`config.mk`:
```
export PLATFORM = sky130hd
export DESIGN_NAME = rim_top
export DESIGN_NICKNAME = d
export VERILOG_FILES = /design/src/core/rim_pkg.sv /design/src/core/rim_spi_if.sv /design/src/core/rim_top.sv /design/src/core/rim_spi.sv
export VERILOG_INCLUDE_DIRS = /design/src /design/src/core
export SDC_FILE = /design/constraint.sdc
export NUM_CORES = 1
export LEC_CHECK = 0
export BUFFER_PORTS_ARGS = -buffer_cell sky130_fd_sc_hd__buf_2
export CORE_MARGIN = 4
export CORE_UTILIZATION = 50
export CTS_CLUSTER_SIZE = 28
export DETAILED_ROUTE_END_ITERATION = 12
export PLACE_DENSITY = 0.8
export SLEW_MARGIN = 20
export SYNTH_ARGS = -nofsm -noshare
export SYNTH_HDL_FRONTEND = slang
export SYNTH_HIERARCHICAL = 1
export SYNTH_SLANG_ARGS = --single-unit
```
`constraint.sdc`:
```
create_clock -name MCLK -period 5.5 [get_ports MCLK]
set_input_delay 1.1 -clock MCLK [delete_from_list [all_inputs] [get_ports MCLK]]
set_output_delay 1.1 -clock MCLK [all_outputs]
set_load 0.005 [all_outputs]
```
`src/core/rim_defines.svh`:
```
`ifndef RIM_DEFINES_SVH
`define RIM_DEFINES_SVH

// Software register byte offsets
`define RIM_REG_CTRL       8'h00
`define RIM_REG_CONFIG     8'h04
`define RIM_REG_LENGTH     8'h08
`define RIM_REG_STATUS     8'h0C
`define RIM_REG_TXDATA     8'h10
`define RIM_REG_RXDATA     8'h14
`define RIM_REG_POINTERS   8'h18
`define RIM_CONFIG_RESET   32'h0000_0000
// Status field positions
`define RIM_ST_BUSY        0
`define RIM_ST_OPEN_OK     1
`define RIM_ST_ERROR       2
`define RIM_ST_RX_LOW      3
`define RIM_ST_SENT        4
// Device socket register map
`define RIM_DEV_SOCK_BASE  16'h4000
`define RIM_DEV_SOCK_STEP  16'h0100
`define RIM_DEV_MODE       16'h0000
`define RIM_DEV_CMD        16'h0001
`define RIM_DEV_EVENT      16'h0002
`define RIM_DEV_STATE      16'h0003
`define RIM_DEV_PROTO      16'h0014
`define RIM_DEV_TX_FREE    16'h0020
`define RIM_DEV_TX_WR      16'h0024
`define RIM_DEV_RX_SIZE    16'h0026
`define RIM_DEV_RX_RD      16'h0028
// Mode, command and state codes
`define RIM_MODE_IP_RAW    8'h03
`define RIM_MODE_MAC_RAW   8'h04
`define RIM_MODE_FILTER    8'h40
`define RIM_CMD_OPEN       8'h01
`define RIM_CMD_CLOSE      8'h10
`define RIM_CMD_SEND       8'h20
`define RIM_CMD_RECEIVE_DONE_COMMAND       8'h40
`define RIM_STATE_CLOSED   8'h00
`define RIM_STATE_IP_RAW   8'h32
`define RIM_STATE_MAC_RAW  8'h42
`define RIM_EVT_SEND_DONE  8'h10
// Sizes in bytes
`define RIM_MTU            16'h05EA
`define RIM_RX_LOW_MARK    16'h05F8
`endif

```
`src/core/rim_pkg.sv`:
```
package rim_pkg;
  // Sequencer phases
  typedef enum logic [1:0] {
    SEQ_IDLE  = 2'b00,
    SEQ_ISSUE = 2'b01,
    SEQ_WAIT  = 2'b10,
    SEQ_EVAL  = 2'b11
  } rim_seq_t;
  // Operations software may start
  typedef enum logic [3:0] {
    OP_NONE        = 4'b0000,
    OP_OPEN        = 4'b0001,
    OP_CLOSE       = 4'b0010,
    OP_SEND_BEGIN  = 4'b0011,
    OP_SEND_COMMIT = 4'b0100,
    OP_RX_BEGIN    = 4'b0101,
    OP_RX_COMMIT   = 4'b0110,
    OP_TX_BYTE     = 4'b0111,
    OP_RX_BYTE     = 4'b1000
  } rim_op_t;
endpackage : rim_pkg

```
`src/core/rim_spi_if.sv`:
```
`timescale 1ns/10ps
// One device register access from sequencer to serial engine
interface rim_spi_if;
  logic        ce;     // Clock enable
  logic        start;  // One-cycle request
  logic        we;     // Write when high
  logic [15:0] addr;   // Device address
  logic [7:0]  wdata;  // Write byte
  logic [7:0]  rdata;  // Read byte
  logic        done;   // One-cycle completion
  modport seq (output ce, start, we, addr, wdata, input rdata, done);
  modport eng (input ce, start, we, addr, wdata, output rdata, done);
endinterface : rim_spi_if

```
`src/core/rim_top.sv`:
```
`timescale 1ns/10ps
`include "rim_defines.svh"
// Host controller for the raw socket modes of a network controller
module rim_top #(
  parameter int          SOCK_IDX     = 0,         // Socket driven by this controller
  parameter logic [15:0] TX_BASE      = 16'h8000,  // Socket transmit buffer base
  parameter logic [15:0] TX_SIZE      = 16'h0800,  // Transmit buffer size, power of two
  parameter logic [15:0] RX_BASE      = 16'hC000,  // Socket receive buffer base
  parameter logic [15:0] RX_SIZE      = 16'h0800,  // Receive buffer size, power of two
  parameter logic [3:0]  OPEN_RETRIES = 4'h4,      // OPEN retries after the first attempt before giving up
  parameter int          SPI_HALF     = 4          // MCLK cycles per serial half period
) (
  input  wire logic        MCLK,
  input  wire logic        SYS_RST,
  input  wire logic        CE,
  input  wire logic        WB_CYC_I,
  input  wire logic        WB_STB_I,
  input  wire logic        WB_WE_I,
  input  wire logic [7:0]  WB_ADR_I,
  input  wire logic [31:0] WB_DAT_I,
  input  wire logic [3:0]  WB_SEL_I,
  output logic      [31:0] WB_DAT_O,
  output logic             WB_ACK_O,
  output logic             SPI_SCS_N,
  output logic             SPI_SCLK,
  output logic             SPI_MOSI,
  input  wire logic        SPI_MISO
);
  // Socket register block of the chosen socket
  localparam logic [15:0] SOCK = 16'(`RIM_DEV_SOCK_BASE + 16'(SOCK_IDX) * `RIM_DEV_SOCK_STEP);
  localparam logic [15:0] TX_MASK = TX_SIZE - 16'h0001;
  localparam logic [15:0] RX_MASK = RX_SIZE - 16'h0001;

  rim_spi_if spi ();

  rim_pkg::rim_seq_t state;      // Sequencer phase
  rim_pkg::rim_op_t  op;         // Running operation
  logic [2:0]        step;       // Step inside the operation
  logic [3:0]        tries;      // OPEN retries made
  logic [7:0]        rd;         // Last byte read from the device
  logic              cmd_req;    // Software started an operation
  rim_pkg::rim_op_t  cmd_op;     // Operation asked for
  logic              mac_mode;   // Config: MAC raw instead of IP raw
  logic              filter;     // Config: own address filter
  logic [7:0]        proto;      // Config: IP protocol number
  logic [15:0]       send_len;   // Bytes about to be queued
  logic [7:0]        tx_byte;    // Byte to queue
  logic [15:0]       tx_ptr;     // Local copy of device write pointer
  logic [15:0]       rx_ptr;     // Local copy of device read pointer
  logic [15:0]       tx_free;    // Last transmit free size
  logic [15:0]       rx_size;    // Last received size
  logic [7:0]        rx_byte;    // Last byte fetched from the ring
  logic              open_ok;    // Socket reached the raw-open state
  logic              err;        // Last operation refused or failed
  logic              rx_low;     // MAC raw receive space under the safe mark
  logic              sent;       // Sticky: a send completed
  logic              sent_clr;   // Software write-one to clear
  logic              busy;       // Operation pending or running
  logic [31:0]       wmask;      // Byte lane mask of the write
  logic              finish;     // Evaluation ends the operation
  logic [15:0]       rd16_tx;    // Free size assembled from two reads
  logic [15:0]       rd16_rx;    // Received size assembled from two reads
  logic              cur_we;     // Step access direction
  logic [15:0]       cur_addr;   // Step device address
  logic [7:0]        cur_wdata;  // Step write byte

  assign busy     = (state != rim_pkg::SEQ_IDLE) || cmd_req;
  assign wmask    = {{8{WB_SEL_I[3]}}, {8{WB_SEL_I[2]}}, {8{WB_SEL_I[1]}}, {8{WB_SEL_I[0]}}};
  assign rd16_tx  = {tx_free[15:8], rd};
  assign rd16_rx  = {rx_size[15:8], rd};
  assign spi.ce   = CE;
  assign spi.we   = cur_we;
  assign spi.addr = cur_addr;
  assign spi.wdata = cur_wdata;

  // Serial engine; its pins are flip-flops inside it
  rim_spi #(.HALF(SPI_HALF)) u_spi (
    .MCLK    (MCLK),
    .SYS_RST (SYS_RST),
    .bus     (spi),
    .scs_n   (SPI_SCS_N),
    .sclk    (SPI_SCLK),
    .mosi    (SPI_MOSI),
    .miso    (SPI_MISO)
  );

  // Wishbone slave: ack one cycle after the strobe, dropped the next cycle
  always_ff @(posedge MCLK or posedge SYS_RST) begin
    if (SYS_RST) begin
      WB_ACK_O <= 1'b0;
      WB_DAT_O <= 32'h0000_0000;
      cmd_req  <= 1'b0;
      cmd_op   <= rim_pkg::OP_NONE;
      mac_mode <= 1'b0;
      filter   <= 1'b0;
      proto    <= 8'h00;
      send_len <= 16'h0000;
      tx_byte  <= 8'h00;
      sent_clr <= 1'b0;
    end else if (CE) begin
      cmd_req  <= 1'b0;
      sent_clr <= 1'b0;
      WB_ACK_O <= WB_CYC_I && WB_STB_I && !WB_ACK_O;
      if (WB_CYC_I && WB_STB_I && !WB_ACK_O) begin
        WB_DAT_O <= 32'h0000_0000;  // Unmapped offsets read zero
        if (WB_WE_I) begin
          case (WB_ADR_I)
            `RIM_REG_CTRL: begin
              // Starting while busy is ignored; status shows busy
              if (!busy && WB_SEL_I[0]) begin
                cmd_req <= 1'b1;
                cmd_op  <= rim_pkg::rim_op_t'(WB_DAT_I[3:0]);
              end
            end
            `RIM_REG_CONFIG: begin
              if (WB_SEL_I[0]) begin
                mac_mode <= WB_DAT_I[0];
                filter   <= WB_DAT_I[1];
              end
              if (WB_SEL_I[1]) begin
                proto <= WB_DAT_I[15:8];
              end
            end
            `RIM_REG_LENGTH: begin
              send_len <= (send_len & ~wmask[15:0]) | (WB_DAT_I[15:0] & wmask[15:0]);
            end
            `RIM_REG_STATUS: begin
              sent_clr <= WB_SEL_I[0] && WB_DAT_I[`RIM_ST_SENT];
            end
            `RIM_REG_TXDATA: begin
              // Each byte written while not busy queues one byte into the ring
              if (!busy && WB_SEL_I[0]) begin
                tx_byte <= WB_DAT_I[7:0];
                cmd_req <= 1'b1;
                cmd_op  <= rim_pkg::OP_TX_BYTE;
              end
            end
            default: begin
              // Writes elsewhere have no effect
            end
          endcase
        end else begin
          case (WB_ADR_I)
            `RIM_REG_CONFIG:   WB_DAT_O <= {16'h0000, proto, 6'h00, filter, mac_mode};
            `RIM_REG_LENGTH:   WB_DAT_O <= {16'h0000, send_len};
            `RIM_REG_STATUS:   WB_DAT_O <= {27'h0000000, sent, rx_low, err, open_ok, busy};
            `RIM_REG_RXDATA:   WB_DAT_O <= {rx_size, 8'h00, rx_byte};
            `RIM_REG_POINTERS: WB_DAT_O <= {rx_ptr, tx_ptr};
            default:           WB_DAT_O <= 32'h0000_0000;
          endcase
        end
      end
    end
  end

  // Access performed by each step of each operation
  always_comb begin
    cur_we    = 1'b0;
    cur_addr  = SOCK + `RIM_DEV_CMD;
    cur_wdata = 8'h00;
    case (op)
      rim_pkg::OP_OPEN: begin
        case (step)
          3'h0: begin cur_we = 1'b1; cur_addr = SOCK + `RIM_DEV_PROTO; cur_wdata = proto; end
          3'h1: begin
            cur_we    = 1'b1;
            cur_addr  = SOCK + `RIM_DEV_MODE;
            cur_wdata = mac_mode ? (`RIM_MODE_MAC_RAW | (filter ? `RIM_MODE_FILTER : 8'h00))
                                 : `RIM_MODE_IP_RAW;
          end
          3'h2: begin cur_we = 1'b1; cur_wdata = `RIM_CMD_OPEN; end
          3'h3: cur_addr = SOCK + `RIM_DEV_CMD;
          3'h4: cur_addr = SOCK + `RIM_DEV_STATE;
          default: begin cur_we = 1'b1; cur_wdata = `RIM_CMD_CLOSE; end
        endcase
      end
      rim_pkg::OP_CLOSE: begin
        if (step == 3'h0) begin
          cur_we    = 1'b1;
          cur_wdata = `RIM_CMD_CLOSE;
        end else begin
          cur_addr = SOCK + `RIM_DEV_STATE;
        end
      end
      rim_pkg::OP_SEND_BEGIN: begin
        case (step)
          3'h0:    cur_addr = SOCK + `RIM_DEV_TX_FREE;
          3'h1:    cur_addr = SOCK + `RIM_DEV_TX_FREE + 16'h0001;
          3'h2:    cur_addr = SOCK + `RIM_DEV_TX_WR;
          default: cur_addr = SOCK + `RIM_DEV_TX_WR + 16'h0001;
        endcase
      end
      rim_pkg::OP_TX_BYTE: begin
        cur_we    = 1'b1;
        cur_addr  = TX_BASE + (tx_ptr & TX_MASK);
        cur_wdata = tx_byte;
      end
      rim_pkg::OP_SEND_COMMIT: begin
        case (step)
          3'h0: begin cur_we = 1'b1; cur_addr = SOCK + `RIM_DEV_TX_WR; cur_wdata = tx_ptr[15:8]; end
          3'h1: begin cur_we = 1'b1; cur_addr = SOCK + `RIM_DEV_TX_WR + 16'h0001; cur_wdata = tx_ptr[7:0]; end
          3'h2: begin cur_we = 1'b1; cur_wdata = `RIM_CMD_SEND; end
          3'h3: cur_addr = SOCK + `RIM_DEV_EVENT;
          default: begin cur_we = 1'b1; cur_addr = SOCK + `RIM_DEV_EVENT; cur_wdata = `RIM_EVT_SEND_DONE; end
        endcase
      end
      rim_pkg::OP_RX_BEGIN: begin
        case (step)
          3'h0:    cur_addr = SOCK + `RIM_DEV_RX_SIZE;
          3'h1:    cur_addr = SOCK + `RIM_DEV_RX_SIZE + 16'h0001;
          3'h2:    cur_addr = SOCK + `RIM_DEV_RX_RD;
          default: cur_addr = SOCK + `RIM_DEV_RX_RD + 16'h0001;
        endcase
      end
      rim_pkg::OP_RX_BYTE: begin
        cur_addr = RX_BASE + (rx_ptr & RX_MASK);
      end
      rim_pkg::OP_RX_COMMIT: begin
        case (step)
          3'h0: begin cur_we = 1'b1; cur_addr = SOCK + `RIM_DEV_RX_RD; cur_wdata = rx_ptr[15:8]; end
          3'h1: begin cur_we = 1'b1; cur_addr = SOCK + `RIM_DEV_RX_RD + 16'h0001; cur_wdata = rx_ptr[7:0]; end
          3'h2: begin cur_we = 1'b1; cur_wdata = `RIM_CMD_RECEIVE_DONE_COMMAND; end
          default: cur_addr = SOCK + `RIM_DEV_CMD;
        endcase
      end
      default: begin
        // No access when idle
      end
    endcase
  end

  // Does the evaluated step end the operation
  always_comb begin
    finish = 1'b0;
    case (op)
      rim_pkg::OP_OPEN:        finish = (step == 3'h4 && rd == (mac_mode ? `RIM_STATE_MAC_RAW
                                                                           : `RIM_STATE_IP_RAW))
                                        || (step == 3'h5 && tries >= OPEN_RETRIES);
      rim_pkg::OP_CLOSE:       finish = (step == 3'h1 && rd == `RIM_STATE_CLOSED);
      rim_pkg::OP_SEND_BEGIN:  finish = (step == 3'h3);
      rim_pkg::OP_SEND_COMMIT: finish = (step == 3'h4);
      rim_pkg::OP_RX_BEGIN:    finish = (step == 3'h3);
      rim_pkg::OP_RX_COMMIT:   finish = (step == 3'h3 && rd == 8'h00);
      default:                 finish = 1'b1;
    endcase
  end

  // Sequencer: issue, wait for the frame, evaluate, choose the next step
  always_ff @(posedge MCLK or posedge SYS_RST) begin
    if (SYS_RST) begin
      state     <= rim_pkg::SEQ_IDLE;
      op        <= rim_pkg::OP_NONE;
      step      <= 3'h0;
      tries     <= 4'h0;
      rd        <= 8'h00;
      spi.start <= 1'b0;
      open_ok   <= 1'b0;
      err       <= 1'b0;
    end else if (CE) begin
      spi.start <= 1'b0;
      case (state)
        rim_pkg::SEQ_IDLE: begin
          if (cmd_req) begin
            op    <= cmd_op;
            tries <= 4'h0;
            err   <= 1'b0;
            // Only the byte moves keep the open status
            if (cmd_op != rim_pkg::OP_TX_BYTE && cmd_op != rim_pkg::OP_RX_BYTE) begin
              open_ok <= 1'b0;
            end
            if ((cmd_op == rim_pkg::OP_OPEN && mac_mode && SOCK_IDX != 0) ||
                (cmd_op == rim_pkg::OP_SEND_BEGIN &&
                 (send_len > TX_SIZE || send_len > `RIM_MTU)) ||
                cmd_op == rim_pkg::OP_NONE || cmd_op > rim_pkg::OP_RX_BYTE) begin
              err <= 1'b1;
            end else begin
              // MAC raw needs no protocol number, so skip that write
              step      <= (cmd_op == rim_pkg::OP_OPEN && mac_mode) ? 3'h1 : 3'h0;
              state     <= rim_pkg::SEQ_ISSUE;
              spi.start <= 1'b1;
            end
          end
        end
        rim_pkg::SEQ_ISSUE: begin
          state <= rim_pkg::SEQ_WAIT;
        end
        rim_pkg::SEQ_WAIT: begin
          if (spi.done) begin
            rd    <= spi.rdata;
            state <= rim_pkg::SEQ_EVAL;
          end
        end
        rim_pkg::SEQ_EVAL: begin
          if (finish) begin
            state <= rim_pkg::SEQ_IDLE;
            if (op == rim_pkg::OP_OPEN) begin
              open_ok <= (step == 3'h4);
              err     <= (step != 3'h4);
            end
          end else begin
            state     <= rim_pkg::SEQ_ISSUE;
            spi.start <= 1'b1;
            case (op)
              rim_pkg::OP_OPEN: begin
                if (step == 3'h3) begin
                  step <= (rd == 8'h00) ? 3'h4 : 3'h3;
                end else if (step == 3'h5) begin
                  // Closed after a wrong state: run the whole sequence again
                  tries <= tries + 4'h1;
                  step  <= mac_mode ? 3'h1 : 3'h0;
                end else begin
                  step <= step + 3'h1;
                end
              end
              rim_pkg::OP_SEND_BEGIN: begin
                // Poll free size until the whole send fits
                step <= (step == 3'h1 && rd16_tx < send_len) ? 3'h0 : step + 3'h1;
              end
              rim_pkg::OP_SEND_COMMIT: begin
                // Poll for completion; a raw socket has no timeout path
                step <= (step == 3'h3 && (rd & `RIM_EVT_SEND_DONE) == 8'h00) ? 3'h3 : step + 3'h1;
              end
              rim_pkg::OP_RX_COMMIT: begin
                step <= (step == 3'h3) ? 3'h3 : step + 3'h1;
              end
              default: begin
                // Close polls its state; the rest simply advance
                step <= (op == rim_pkg::OP_CLOSE) ? 3'h1 : step + 3'h1;
              end
            endcase
          end
        end
        default: begin
          state <= rim_pkg::SEQ_IDLE;
        end
      endcase
    end
  end

  // Captured device values and local pointer copies
  always_ff @(posedge MCLK or posedge SYS_RST) begin
    if (SYS_RST) begin
      tx_ptr  <= 16'h0000;
      rx_ptr  <= 16'h0000;
      tx_free <= 16'h0000;
      rx_size <= 16'h0000;
      rx_byte <= 8'h00;
      rx_low  <= 1'b0;
    end else if (CE && state == rim_pkg::SEQ_EVAL) begin
      case (op)
        rim_pkg::OP_SEND_BEGIN: begin
          if (step == 3'h0) tx_free[15:8] <= rd;
          if (step == 3'h1) tx_free[7:0]  <= rd;
          if (step == 3'h2) tx_ptr[15:8]  <= rd;
          if (step == 3'h3) tx_ptr[7:0]   <= rd;
        end
        rim_pkg::OP_TX_BYTE: begin
          tx_ptr <= tx_ptr + 16'h0001;
        end
        rim_pkg::OP_RX_BEGIN: begin
          if (step == 3'h0) rx_size[15:8] <= rd;
          if (step == 3'h1) begin
            rx_size[7:0] <= rd;
            // Close to full, partial records may be stored; software must drain
            rx_low <= mac_mode && ((RX_SIZE - rd16_rx) < `RIM_RX_LOW_MARK);
          end
          if (step == 3'h2) rx_ptr[15:8] <= rd;
          if (step == 3'h3) rx_ptr[7:0]  <= rd;
        end
        rim_pkg::OP_RX_BYTE: begin
          // Header, payload and trailing CRC bytes all pass here alike
          rx_byte <= rd;
          rx_ptr  <= rx_ptr + 16'h0001;
        end
        default: begin
          // Nothing captured
        end
      endcase
    end
  end

  // Sticky send completion; a new completion beats a clear in the same cycle
  always_ff @(posedge MCLK or posedge SYS_RST) begin
    if (SYS_RST) begin
      sent <= 1'b0;
    end else if (CE) begin
      if (state == rim_pkg::SEQ_EVAL && op == rim_pkg::OP_SEND_COMMIT && finish) begin
        sent <= 1'b1;
      end else if (sent_clr) begin
        sent <= 1'b0;
      end
    end
  end
endmodule : rim_top

```
`src/core/rim_spi.sv`:
```
`timescale 1ns/10ps
// Serial engine: one 40-bit single-byte frame per request, mode 0
module rim_spi #(
  parameter int HALF = 4  // MCLK cycles per serial clock half period
) (
  input  wire logic  MCLK,
  input  wire logic  SYS_RST,
  rim_spi_if.eng     bus,
  output logic       scs_n,
  output logic       sclk,
  output logic       mosi,
  input  wire logic  miso
);
  logic [39:0] frame;     // Outgoing bits, MSB first
  logic [7:0]  rx;        // Incoming bits
  logic [5:0]  bit_cnt;   // Bits completed
  logic [7:0]  div;       // Half period counter
  logic        active;    // Frame in progress
  logic        miso_q1;   // Synchroniser first stage
  logic        miso_q2;   // Synchroniser second stage

  // Data pin arrives from the device clock domain
  always_ff @(posedge MCLK or posedge SYS_RST) begin
    if (SYS_RST) begin
      miso_q1 <= 1'b0;
      miso_q2 <= 1'b0;
    end else if (bus.ce) begin
      miso_q1 <= miso;
      miso_q2 <= miso_q1;
    end
  end

  // Frame shifter; sampling at the falling edge leaves 2*HALF-2 cycles of margin
  always_ff @(posedge MCLK or posedge SYS_RST) begin
    if (SYS_RST) begin
      frame <= 40'h00_0000_0000; rx <= 8'h00; bit_cnt <= 6'h00; div <= 8'h00;
      active <= 1'b0; scs_n <= 1'b1; sclk <= 1'b0; mosi <= 1'b0;
      bus.done <= 1'b0; bus.rdata <= 8'h00;
    end else if (bus.ce) begin
      bus.done <= 1'b0;
      if (!active) begin
        if (bus.start) begin
          // Address, direction, length one, data
          frame  <= {bus.addr, bus.we, 15'h0001, bus.wdata};
          mosi   <= bus.addr[15];
          scs_n  <= 1'b0;
          active <= 1'b1;
          bit_cnt <= 6'h00;
          div    <= 8'h00;
        end
      end else if (div == 8'(HALF - 1)) begin
        div <= 8'h00;
        if (!sclk) begin
          sclk <= 1'b1;  // Device latches on this edge
        end else begin
          sclk <= 1'b0;
          rx   <= {rx[6:0], miso_q2};
          if (bit_cnt == 6'h27) begin
            active      <= 1'b0;
            scs_n       <= 1'b1;
            mosi        <= 1'b0;
            bus.done    <= 1'b1;
            bus.rdata   <= {rx[6:0], miso_q2};
          end else begin
            bit_cnt <= bit_cnt + 6'h01;
            frame   <= {frame[38:0], 1'b0};
            mosi    <= frame[38];
          end
        end
      end else begin
        div <= div + 8'h01;
      end
    end
  end
endmodule : rim_spi

```
# Word-level counts from Yosys, hierarchy flattened
# Index checks and enable logic that the tools add are counted.
# totals
n_memories	0
ram_bits	0
elab_cells	289
in_bits	51
latch_bits	0
mem_bits_ro	0
reg_bits	238
# op_classes
bitwise	4
n_lt_le_gt_ge	6
mux	111
n_shift	0
eq_ne	49
mul	0
div_mod_pow	0
n_addsub	9
n_reduce_logical	70
# op_table
op	n
$mux 39	5
$pmux 32 s5	1
$pmux 16 s8	1
$pmux 16 s2	2
$pmux 8 s4	2
$mux 1	47
$mux 8	5
$pmux 8 s5	1
$reduce_and 5->1	8
$ne 2x2->1 const B	17
$add 16x1->16 const B	2
$and 16x16->16	2
$mux 32	1
$mux 3	10
$mux 6	5
$reduce_and 3->1	10
$mux 4	7
$eq 8x5->1 const B	3
$logic_not 8->1	3
$pmux 8 s3	1
$mux 7	3
$pmux 6 s3	1
$logic_and 1x1->1	17
$add 15x12->16 const A	1
56 further kinds	94

# Depth between registers and ports, before layout
# Gate-level depths: netlist of the first run.
# depth
depth_word	8
depth_mapped	11
ltp_nobuf	9

# Cells and area by module
# Netlist of the first run, hierarchy kept.
# modules_own_cells
module	cells_per_inst	seq_area_each_um2	n_inst	area_per_inst_um2
rim_top	1021	4078.9	1	9426.5
rim_spi	253	1878.1	1	3427.0

# Worst setup path before layout of the first run
# Ideal clock, no wire load.
# synth_timing
path_type	flip-flop to flip-flop
start	register step[2]
end	register step[1]
stages_incl_launch_ff	10
arrival_time_ns	2.697
path_slack_ns	2.678
path_buffers	1
path_cell_list	dfrtp_1 -> clkbuf_1 -> inv_1 -> ha_1 -> maj3_1 -> a221oi_1 -> o21ai_2 -> o31ai_2 -> and3_4 -> mux2_4
# synth_via
elab_chain_cells	6
# synth_lines
item	line_no	source
from (decl)	rim_top.sv:38	logic [2:0] step;
from (signal assigned)	rim_top.sv:278	step <= (cmd_op == rim_pkg::OP_OPEN && mac_mode) ? 3'h1 : 3'h0;
from (signal assigned)	rim_top.sv:306	step <= (rd == 8'h00) ? 3'h4 : 3'h3;
from (signal assigned)	rim_top.sv:310	step <= mac_mode ? 3'h1 : 3'h0;
$eq 3x3->1 (tied with other cells)	rim_top.sv:238, rim_top.sv:307	
$mux 3 (tied with other cells)	rim_top.sv:307	end else if (step == 3'h5) begin
$mux 3 (tied with other cells)	rim_top.sv:305	if (step == 3'h3) begin
$pmux 3 s4 / $pmux 1 s5 (equally long branches)	rim_top.sv:303, rim_top.sv:235	
$mux 3 / $ne 2x2->1 (equally long branches)	--	
$pmux 3 s2 / $reduce_and 5->1 (equally long branches)	--	
# Several ways; a longest one is shown, not always the timed one. The select of a mux whose other input is x is not followed.
# A chain may end at the register's enable or synchronous reset.

# Worst setup path in the final report of the first run
# layout_timing
start	register step[1]
end	register step[2]
# layout_via
elab_chain_cells	6
# layout_lines
item	line_no
$add 3x1->3 (tied with other cells)	--
$mux 3 (tied with other cells)	rim_top.sv:307
$mux 3 (tied with other cells)	rim_top.sv:305
$pmux 3 s4 / $pmux 1 s5 (equally long branches)	rim_top.sv:303, rim_top.sv:235
$mux 3 / $ne 2x2->1 (equally long branches)	--
$pmux 3 s2 / $reduce_and 5->1 (equally long branches)	--
# Several ways; a longest one is shown, not always the timed one. The select of a mux whose other input is x is not followed.

==> impl_metrics.yaml, run 1 <==
drt:
  drc: 0
  drtIter0Drc: 1352
  wl_um: 36000
  via_per_inst: 6.45
  ant_nets: 0
  num_vias: 10700
  wl_per_cell_um: 21.8
  dr.pass1.iters: 7
global_route:
  grt_max_degree: 164
  overflow: 0
  grt_pass1_wl_um: 56900
  grt_use_total: 0.248
  grt_pass1_vias: 10300
  grt_antenna_before_repair: 0
final_layout:
  fin_area_um2: 14300
  antenna_cells: 0
  final_nets: 1384
  syn_to_final_growth_pct: 11.3
  instances_no_fill: 1652
  nFillCells: 2114
  drive_above_1_share: 0.222
  fin_util: 0.566
place:
  place_area_um2: 13400
  portBuffers: 68
  place_hpwl_um: 24600
  pre_cts_ws_ns: 1.89
  place_congestion: 0.936
  place_inst: 1606
logic_synthesis:
  synth_area_um2: 12900
  synthTopCellsByCount: "dfrtp_1 (237), mux2_2 (128), nand2_1 (126)"
  muxShareOfSynthArea: 0.129
  synth_xor_area_frac: 0.00613
  yosysWarningCount: 6
  synth_compound_area_frac: 0.191
  synth_top_family_by_area: "compound AO/OA/AOI/OAI gates"
  synth_edf_count: 0
  yosys.cell_types.count: 89
  synthSimpleGateAreaFrac: 0.139
  syn_area_per_cell_um2: 10.1
  ys_ff_latch: 238
  synth_adder_area_share: 0.0290
  synth_cells: 1274
  yosysTopAreaCellShare: 0.461
  async_flop_share: 1.00
  yosysMostFrequentCell: "dfrtp_1"
  ys_seq_area_frac: 0.463
  synth_top_area_cell: "dfrtp_1"
  ys.flop_type: "dfrtp_1"
  synth.top_cells.by_area: "dfrtp_1 (46%), mux2_2 (11%), o21ai_0 (3.9%), nand2_1 (3.7%), a21oi_1 (3.2%)"
flow_run:
  cap_violations: 0
worst_setup_path:
  arrival_ns: 4.01
  path_class: "reg -> reg"
  cp_data_required_time_ns: 5.93
  r2r_start: "step[1]"
  cp-end-kind: "flip-flop"
  cp-start-kind: "flip-flop"
  path_max_fanout: 17
  cp-startpoint: "step[1]"
clocking:
  cts_hold_buf: 0
  cts_tree: "done"
  clk_pin_slew_ns: 0.06
  cts_resized: 0
  clock_path_buffers: 3
  cts_root_buf: "clkbuf_16"
  clock_latency_ns: 0.55
  htreeDepth: 1
  post_cts_buffers: 0
  cts_sinks: 238
  numCtsBuffers: 26
timing:
  setup_violations: 0
  rsz0062_at_grt: "no"
  max_slew_margin: 0.261
  hold_viol: 0
  max_freq_mhz: 279
  fin_skew_ns: 0.0141
  slew_viol_final: 0
  fin_crit_ns: 3.58
  finalCritPeriodShare: 0.651
  worst_slew_pin_slew_ns: 1.11
  finalWorstSetupSlack_ns: 1.92
  tns_ns: 0
power_and_ir_drop:
  ir_drop_mv: 0.196
  p_leak_nw: 6.54
  power.density_nw_per_um2: 274
floorplan:
  dieArea_um2: 28300
  initial_utilization: 0.509
  io_pins: 87
  core_um2: 25300
  num_rows: 58
  dieHeight_um: 168
  die_w_um: 168
worst_hold_path:
  worstHoldPathType: "reg -> reg"
  min_from: "WB_DAT_O[24]"
outcome:
  outcome: "completed"
==> metrics by stage <==
step	hold slack [ns]	power [mW]
floorplan	0.447	2.05
global placement	0.455	2.12
detailed placement	0.465	2.13
CTS	0.478	3.94
global route	0.494	4.04
finish	0.475	3.92
==> report_power, final <==
| part | switching, mW | internal [mW] |
|---|---|---|
| Combinational | 0.134 | 0.103 |
| Sequential | 0.0555 | 1.81 |
| Clock | 0.736 | 1.08 |
==> metal layers <==
metal | track usage | vias to the layer above | wire [um]
li1 | - | 4757 | -
met5 | 0 | - | 0
met4 | 0.106 | 0 | 1860
met1 | 0.342 | 5268 | 14600
met3 | 0.0333 | 124 | 2880
met2 | 0.398 | 511 | 16700
==> path summary, 6_finish.rpt <==
path / end / slack [ns] / cells past startpoint
max: step[2] / 1.92 / 7
min: WB_DAT_O[24] / 0.47 / 2
max reg2reg: step[2] / 1.92 / 7
min reg2reg: WB_DAT_O[24] / 0.47 / 2
max in group asynchronous: u_spi/frame[30] / 3.80 / 3
min in group asynchronous: u_spi/bus.rdata[1] / 0.69 / 2
==> cell families (layout without fill, tap and decap cells) <==
group	Yosys count	in the layout
AOI/OAI and AO/OA	372	372
and+or+nand+nor	346	346
DFF	238	238
muxes	149	149
buffers and inverters	129	175
adders and majority gates	30	30
xor gates and xnor gates	9	9
other	1	3
==> sequential cells by signal (all words and copies together), names as in the netlist, 2 cells and up, named ones only <==
register         flops
rd                   8
step                 3
op                   4
rx_byte              8
proto                8
tries                4
cmd_op               4
u_spi/bit_cnt        6
tx_free              8
u_spi/rx             7
rx_size             16
rx_ptr              16
WB_DAT_O            32
u_spi/div            8
tx_byte              8
state                2
u_spi/bus.rdata      8
tx_ptr              16
u_spi/frame         39
==> area by class of cell <==
cell class                      instances  area [um^2]  area share
Clock buffer                           34          731      0.0511
Clock inverter                         12          159      0.0111
Inverter                               44          169      0.0118
Multi-Input combinational cell        909         6400       0.447
Sequential cell                       238         5960       0.416
Tap cell                              330          413      0.0289
Timing Repair Buffer                   85          480      0.0336
==> layout by cell type (no fill, tap or decap), types with 6 or more instances in the layout <==
| cell type | instances |
|---|---|
| buf_2 | 68 |
| a31oi_1 | 14 |
| a22o_1 | 24 |
| nand2b_1 | 13 |
| xor2_1 | 7 |
| nor4_1 | 7 |
| ha_1 | 29 |
| nor3_1 | 11 |
| a22oi_1 | 36 |
| clkbuf_16 | 26 |
| and3_1 | 14 |
| a21oi_1 | 80 |
| o211ai_1 | 7 |
| a221oi_1 | 11 |
| buf_4 | 16 |
| o21a_1 | 8 |
| mux2i_1 | 18 |
| mux2_2 | 128 |
| nand3_1 | 24 |
| nor2_1 | 75 |
| nor2b_1 | 12 |
| o22ai_1 | 23 |
| o21ai_0 | 99 |
| and2_1 | 6 |
| inv_1 | 42 |
| dfrtp_1 | 237 |
| nand2_1 | 126 |
| nand4_1 | 13 |
==> worst max-delay path, stage by stage, from the launching register on <==
cell and delay [ns]:
dfrtp_1 0.46, inv_1 0.13, ha_1 0.60, nor2b_1 0.95, o2111ai_1 0.24, a31oi_1 0.60, o22ai_1 0.18, mux2_4 0.29
(Power assumes the default switching activity.)
==> run 2: changes to the inputs <==
- ABC_AREA: default -> 1
- PLACE_DENSITY: 0.8 -> 0.77
- clock period: 5.5 -> 3.5 ns (I/O delays scaled with it)
==> run 2 against run 1 <==
  * Final cell count increased by 24%
  * Flip-flop and latch count is the same
  * Sequential share of layout area fell by 0.35 points
  * Maximum frequency rose by 36%
  * Clock skew shrank 0.0050 ns
  * Critical path depth increased by 5
==> impl_metrics.yaml, run 2 <==
place:
  place_congestion: 1.06
  portBuffers: 68
  place_hpwl_um: 27000
drt:
  ant_nets: 0
  dr.pass1.iters: 6
  drtIter0Drc: 1462
  num_vias: 11800
  drc: 0
  via_per_inst: 5.76
  wl_per_cell_um: 18.4
  wl_um: 37500
global_route:
  grt_pass1_wl_um: 60200
  grt_max_degree: 92
  grt_antenna_before_repair: 0
  grt_use_total: 0.262
  grt_pass1_vias: 11100
  overflow: 0
logic_synthesis:
  ys_seq_area_frac: 0.460
  synth_cells: 1637
  yosys.cell_types.count: 60
  ys_ff_latch: 238
  synth_area_um2: 13000
  synth_top_area_cell: "dfrtp_1"
  synthTopCellsByCount: "nand2_1 (429), dfrtp_1 (237), o21ai_0 (178)"
  ys.flop_type: "dfrtp_1"
  yosysMostFrequentCell: "nand2_1"
  syn_area_per_cell_um2: 7.91
  synth.top_cells.by_area: "dfrtp_1 (46%), nand2_1 (12%), o21ai_0 (6.9%), inv_1 (5.0%), nor2_1 (3.7%)"
  yosysTopAreaCellShare: 0.458
  synth_edf_count: 0
  async_flop_share: 1.00
  yosysWarningCount: 6
final_layout:
  fin_util: 0.570
  antenna_cells: 0
  final_common_cell: "nand2_1"
  final_nets: 1775
  largest_register_ffs: 39
  drive_above_1_share: 0.114
  reg_top3: "u_spi/frame: 39 flops, WB_DAT_O: 32 flops"
  regArea_um2: 5960
  nFillCells: 2283
  multi_input_area_um2: 5970
  final_cell_mix: "nand2_1 (429), dfrtp_1 (236), o21ai_0 (178)"
  largest-register: "u_spi/frame"
  syn_to_final_growth_pct: 11.4
worst_setup_path:
  path_class: "reg -> reg"
  path_max_fanout: 19
  cp-startpoint: "step[0]"
  r2r_end: "u_spi/frame[4]"
  cp-start-kind: "flip-flop"
  arrival_ns: 3.04
  reg2reg_slack_ns: 0.87
  cp_data_required_time_ns: 3.92
  worst-r2r-cell-count: 12
  cp-endpoint: "u_spi/frame[4]"
  r2r_start: "step[0]"
  cp-end-kind: "flip-flop"
timing:
  slew_viol_final: 0
  max_freq_mhz: 381
  fin_skew_ns: 0.00912
  worst_slew_pin_slew_ns: 0.817
  setup_violations: 0
  finalCritPeriodShare: 0.750
  fin_crit_ns: 2.63
  rsz0062_at_grt: "no"
  hold_viol: 0
  max_slew_margin: 0.455
  tns_ns: 0
clocking:
  post_cts_buffers: 0
  clk_pin_slew_ns: 0.06
  htreeDepth: 1
  numCtsBuffers: 25
  cts_resized: 0
  cts_root_buf: "clkbuf_16"
  clock_path_buffers: 3
  clock_latency_ns: 0.52
  cts_tree: "done"
  cts_sinks: 238
  cts_hold_buf: 0
flow_run:
  cap_violations: 0
floorplan:
  io_pins: 87
  dieHeight_um: 169
  dieArea_um2: 28500
  num_rows: 58
  initial_utilization: 0.512
  die_w_um: 169
  core_um2: 25300
power_and_ir_drop:
  ir_drop_mv: 0.539
  power.density_nw_per_um2: 540
  p_leak_nw: 7.17
outcome:
  outcome: "completed"
worst_hold_path:
  worstHoldPathType: "in -> async"
[run 2: layout make-up]
type / count / share of cell area
multi-input combinational: 1150 / 0.414
clock buffer: 36 / 0.0497
clock inverter: 9 / 0.0102
tap: 330 / 0.0286
sequential: 238 / 0.413
inverter: 194 / 0.0508
timing repair buffer: 86 / 0.0338
[run 2: where the power goes]
part           leakage [nW]  internal [mW]  switching [mW]
Sequential             3.05           3.01           0.252
Clock                 0.423           1.71            1.11
Combinational          3.69          0.539            1.18
Total                  7.17           5.26            2.54
[run 2: routing by layer]
metal / up-vias / track usage / routed length [um]
li1: 5561 / - / -
met1: 5566 / 0.372 / 15700
met2: 547 / 0.404 / 16700
met3: 93 / 0.0563 / 3760
met4: 0 / 0.0801 / 1360
met5: - / 0 / 0
[run 2: worst max-delay path, stage by stage, from the launching register on]
cell and delay [ns]:
dfrtp_1 0.49, ha_1 0.22, inv_1 0.09, nor2_2 0.08, buf_4 0.17, clkinv_1 0.47
o22ai_1 0.38, nand2_1 0.08, nand2_1 0.08, a221oi_1 0.04, o21ai_0 0.15, mux2i_1 0.10
o21ai_0 0.17
[run 2: logic make-up (layout without fill, tap and decap cells)]
logic type      count (synthesis)  after routing  synth area share
compound gates                372            372             0.167
xor+xnor                        9              9           0.00608
fa+ha+maj                      29             29            0.0280
buf+inv                       251            325            0.0796
flops                         238            238             0.460
mux                            27             27            0.0212
other cells                     1              3          0.000289
simple gates                  710            710             0.238
[run 2: worst min-delay path by stage]
stage / endpoint / from / slack [ns] / depth (start not counted)
after floorplan: u_spi/miso_q2 / u_spi/miso_q1 / 0.45 / 2
after global placement: WB_DAT_O[1] / WB_DAT_O[1] / 0.46 / 2
after detailed placement: WB_DAT_O[1] / WB_DAT_O[1] / 0.46 / 2
after CTS: tries[0] / SYS_RST / 0.26 / 2
after global routing: tries[0] / SYS_RST / 0.28 / 2
final: tries[0] / SYS_RST / 0.26 / 2
[run 2: metrics by stage]
stage | power [mW] | instance area, um^2 | hold WS [ns] | setup WS [ns] | instances
floorplan | 4.46 | 13000 | 0.448 | 0.729 | 1639
global placement | 4.91 | 13600 | 0.461 | 0.771 | 1998
detailed placement | 4.96 | 13600 | 0.463 | 0.676 | 1998
CTS | 7.77 | 14400 | 0.260 | 0.959 | 2043
global route | 8.19 | 14400 | 0.283 | 0.614 | 2043
finish | 7.80 | 14400 | 0.259 | 0.874 | 2043
==> run 3: changes to the inputs <==
- ABC_AREA: 1 -> 0
- clock period: 3.5 -> 2.42 ns (I/O delays scaled with it)
==> run 3 against run 2 <==
  * Clock power is 40% higher
  * Final cell count is 14% lower
  * Clock skew hardly changed
  * Wire length is 1.4% higher
  * Flip-flop and latch count stayed put
  * Maximum frequency is 9.6% higher
  * Count of clock-buffer cells in the layout is 2 lower
  * Critical path depth is 5 lower
  * Global-route usage hardly changed
  * Combinational power is 65% lower
  * Critical endpoint is now tries[0]
  * Largest power group unchanged
==> impl_metrics.yaml, run 3 (synthesis gave the netlist of run 1 again) <==
timing:
  rsz0062_at_grt: "yes"
  hold_viol: 0
  tns_ns: 0
  finalCritPeriodShare: 0.990
  max_freq_mhz: 417
  setup_violations: 0
  slew_viol_final: 0
  worst_slew_pin_slew_ns: 1.13
  max_slew_margin: 0.239
  fin_crit_ns: 2.40
  fin_skew_ns: 0.00868
worst_setup_path:
  r2r_start: "rd[5]"
  path_class: "reg -> reg"
  cp_data_required_time_ns: 2.84
  worst-r2r-cell-count: 7
  cp-end-kind: "flip-flop"
  r2r_end: "tries[0]"
  path_max_fanout: 4
  reg2reg_slack_ns: 0.02
  arrival_ns: 2.82
  cp-start-kind: "flip-flop"
final_layout:
  antenna_cells: 0
  final_nets: 1491
  fin_util: 0.608
  final_cell_mix: "dfrtp_1 (236), mux2_2 (128), nand2_1 (126)"
  largest_register_ffs: 39
  reg_top3: "u_spi/frame: 39 flops, WB_DAT_O: 32 flops"
  final_common_cell: "dfrtp_1"
  syn_to_final_growth_pct: 19.4
  largest-register: "u_spi/frame"
  fin_area_um2: 15300
  drive_above_1_share: 0.298
place:
  place_hpwl_um: 27400
  portBuffers: 68
  place_congestion: 0.999
  place_area_um2: 14300
clocking:
  htreeDepth: 1
  clock_path_buffers: 3
  clk_pin_slew_ns: 0.06
  cts_sinks: 238
  clock_latency_ns: 0.53
  cts_root_buf: "clkbuf_16"
  numCtsBuffers: 25
  cts_tree: "done"
  cts_hold_buf: 0
global_route:
  grt_pass1_vias: 10600
  grt_max_degree: 84
  grt_use_total: 0.262
  grt_antenna_before_repair: 0
  grt_pass1_wl_um: 59400
  overflow: 0
drt:
  ant_nets: 0
  via_per_inst: 6.23
  drtIter0Drc: 1316
  wl_um: 38100
  dr.pass1.iters: 6
  wl_per_cell_um: 21.6
  drc: 0
  num_vias: 11000
power_and_ir_drop:
  p_int_mw: 6.74
  power.density_nw_per_um2: 572
  comb_power_share: 0.069
  ir_drop_mv: 0.589
  p_leak_nw: 7.10
  p_total_mw: 8.77
  swShare: 0.232
  clkPwrFrac: 0.450
  p_seq_frac: 0.482
  p_sw_mw: 2.04
floorplan:
  io_pins: 87
  num_rows: 58
  core_um2: 25300
  dieHeight_um: 168
  die_w_um: 168
  dieArea_um2: 28300
  initial_utilization: 0.509
outcome:
  outcome: "completed"
flow_run:
  cap_violations: 0
worst_hold_path:
  worstHoldPathType: "in -> async"
==> run 3: repair_timing <==
| item | CTS | global route |
|---|---|---|
| hold endpoints to repair | 0 | 0 |
| resized for setup | 4 | 34 |
| cloned | 0 | 0 |
| pin swaps | 5 | 13 |
| buffers inserted | 2 | 3 |
| setup endpoints to repair | 16 | 14 |
==> run 3: worst max-delay path by stage <==
stage / slack [ns] / cells past startpoint / from / to
after floorplan: -0.13 / 1 / SYS_RST / WB_ACK_O
after global placement: -0.009 / 7 / rd[4] / tries[0]
after detailed placement: -0.04 / 7 / step[0] / tx_free[11]
after CTS: -0.01 / 8 / step[0] / step[2]
after global routing: -0.04 / 9 / rd[2] / step[0]
final: 0.02 / 7 / rd[5] / tries[0]
==> run 3: layer usage <==
layer | part of all wire | global-route usage | vias up
met1 | 0.42 | 0.350 | 5359
met2 | 0.47 | 0.428 | 510
met5 | 0 | 0 | -
li1 | - | - | 4981
met4 | 0.044 | 0.108 | 0
met3 | 0.069 | 0.0413 | 103
==> run 3: area by class of cell <==
| class | instances | area (um^2) |
|---|---|---|
| Multi-Input combinational cell | 909 | 6570 |
| Sequential cell | 238 | 5960 |
| Inverter | 44 | 169 |
| Clock buffer | 34 | 699 |
| Clock inverter | 10 | 146 |
| Timing Repair Buffer | 193 | 1390 |
| Fill cell | 2037 | 9910 |
| Tap cell | 330 | 413 |
==> run 3: power groups by stage <==
stage | logic (mW) | registers (mW) | clock network, mW
floorplan | 0.405 | 4.26 | 0
global placement | 0.579 | 4.28 | 0
detailed placement | 0.597 | 4.29 | 0
finish | 0.601 | 4.23 | 3.95
global route | 0.662 | 4.24 | 4.18
CTS | 0.610 | 4.22 | 4.00
==> run 3: metrics by stage <==
step	hold WS [ns]	worst slack [ns]	std cells
floorplan	0.447	-0.135	1276
global placement	0.457	-0.00930	1709
detailed placement	0.465	-0.0369	1709
CTS	0.0616	-0.0122	1755
global route	0.0803	-0.0392	1758
finish	0.0558	0.0244	1758
==> run 3: worst max-delay path, cell delays in order, from the launching register on <==
cell and delay, ns:
dfrtp_2 0.45, or4_4 0.56, or3_4 0.41, o21ai_4 0.23
nor3_2 0.08, buf_4 0.15, and2_4 0.15, mux2_2 0.25
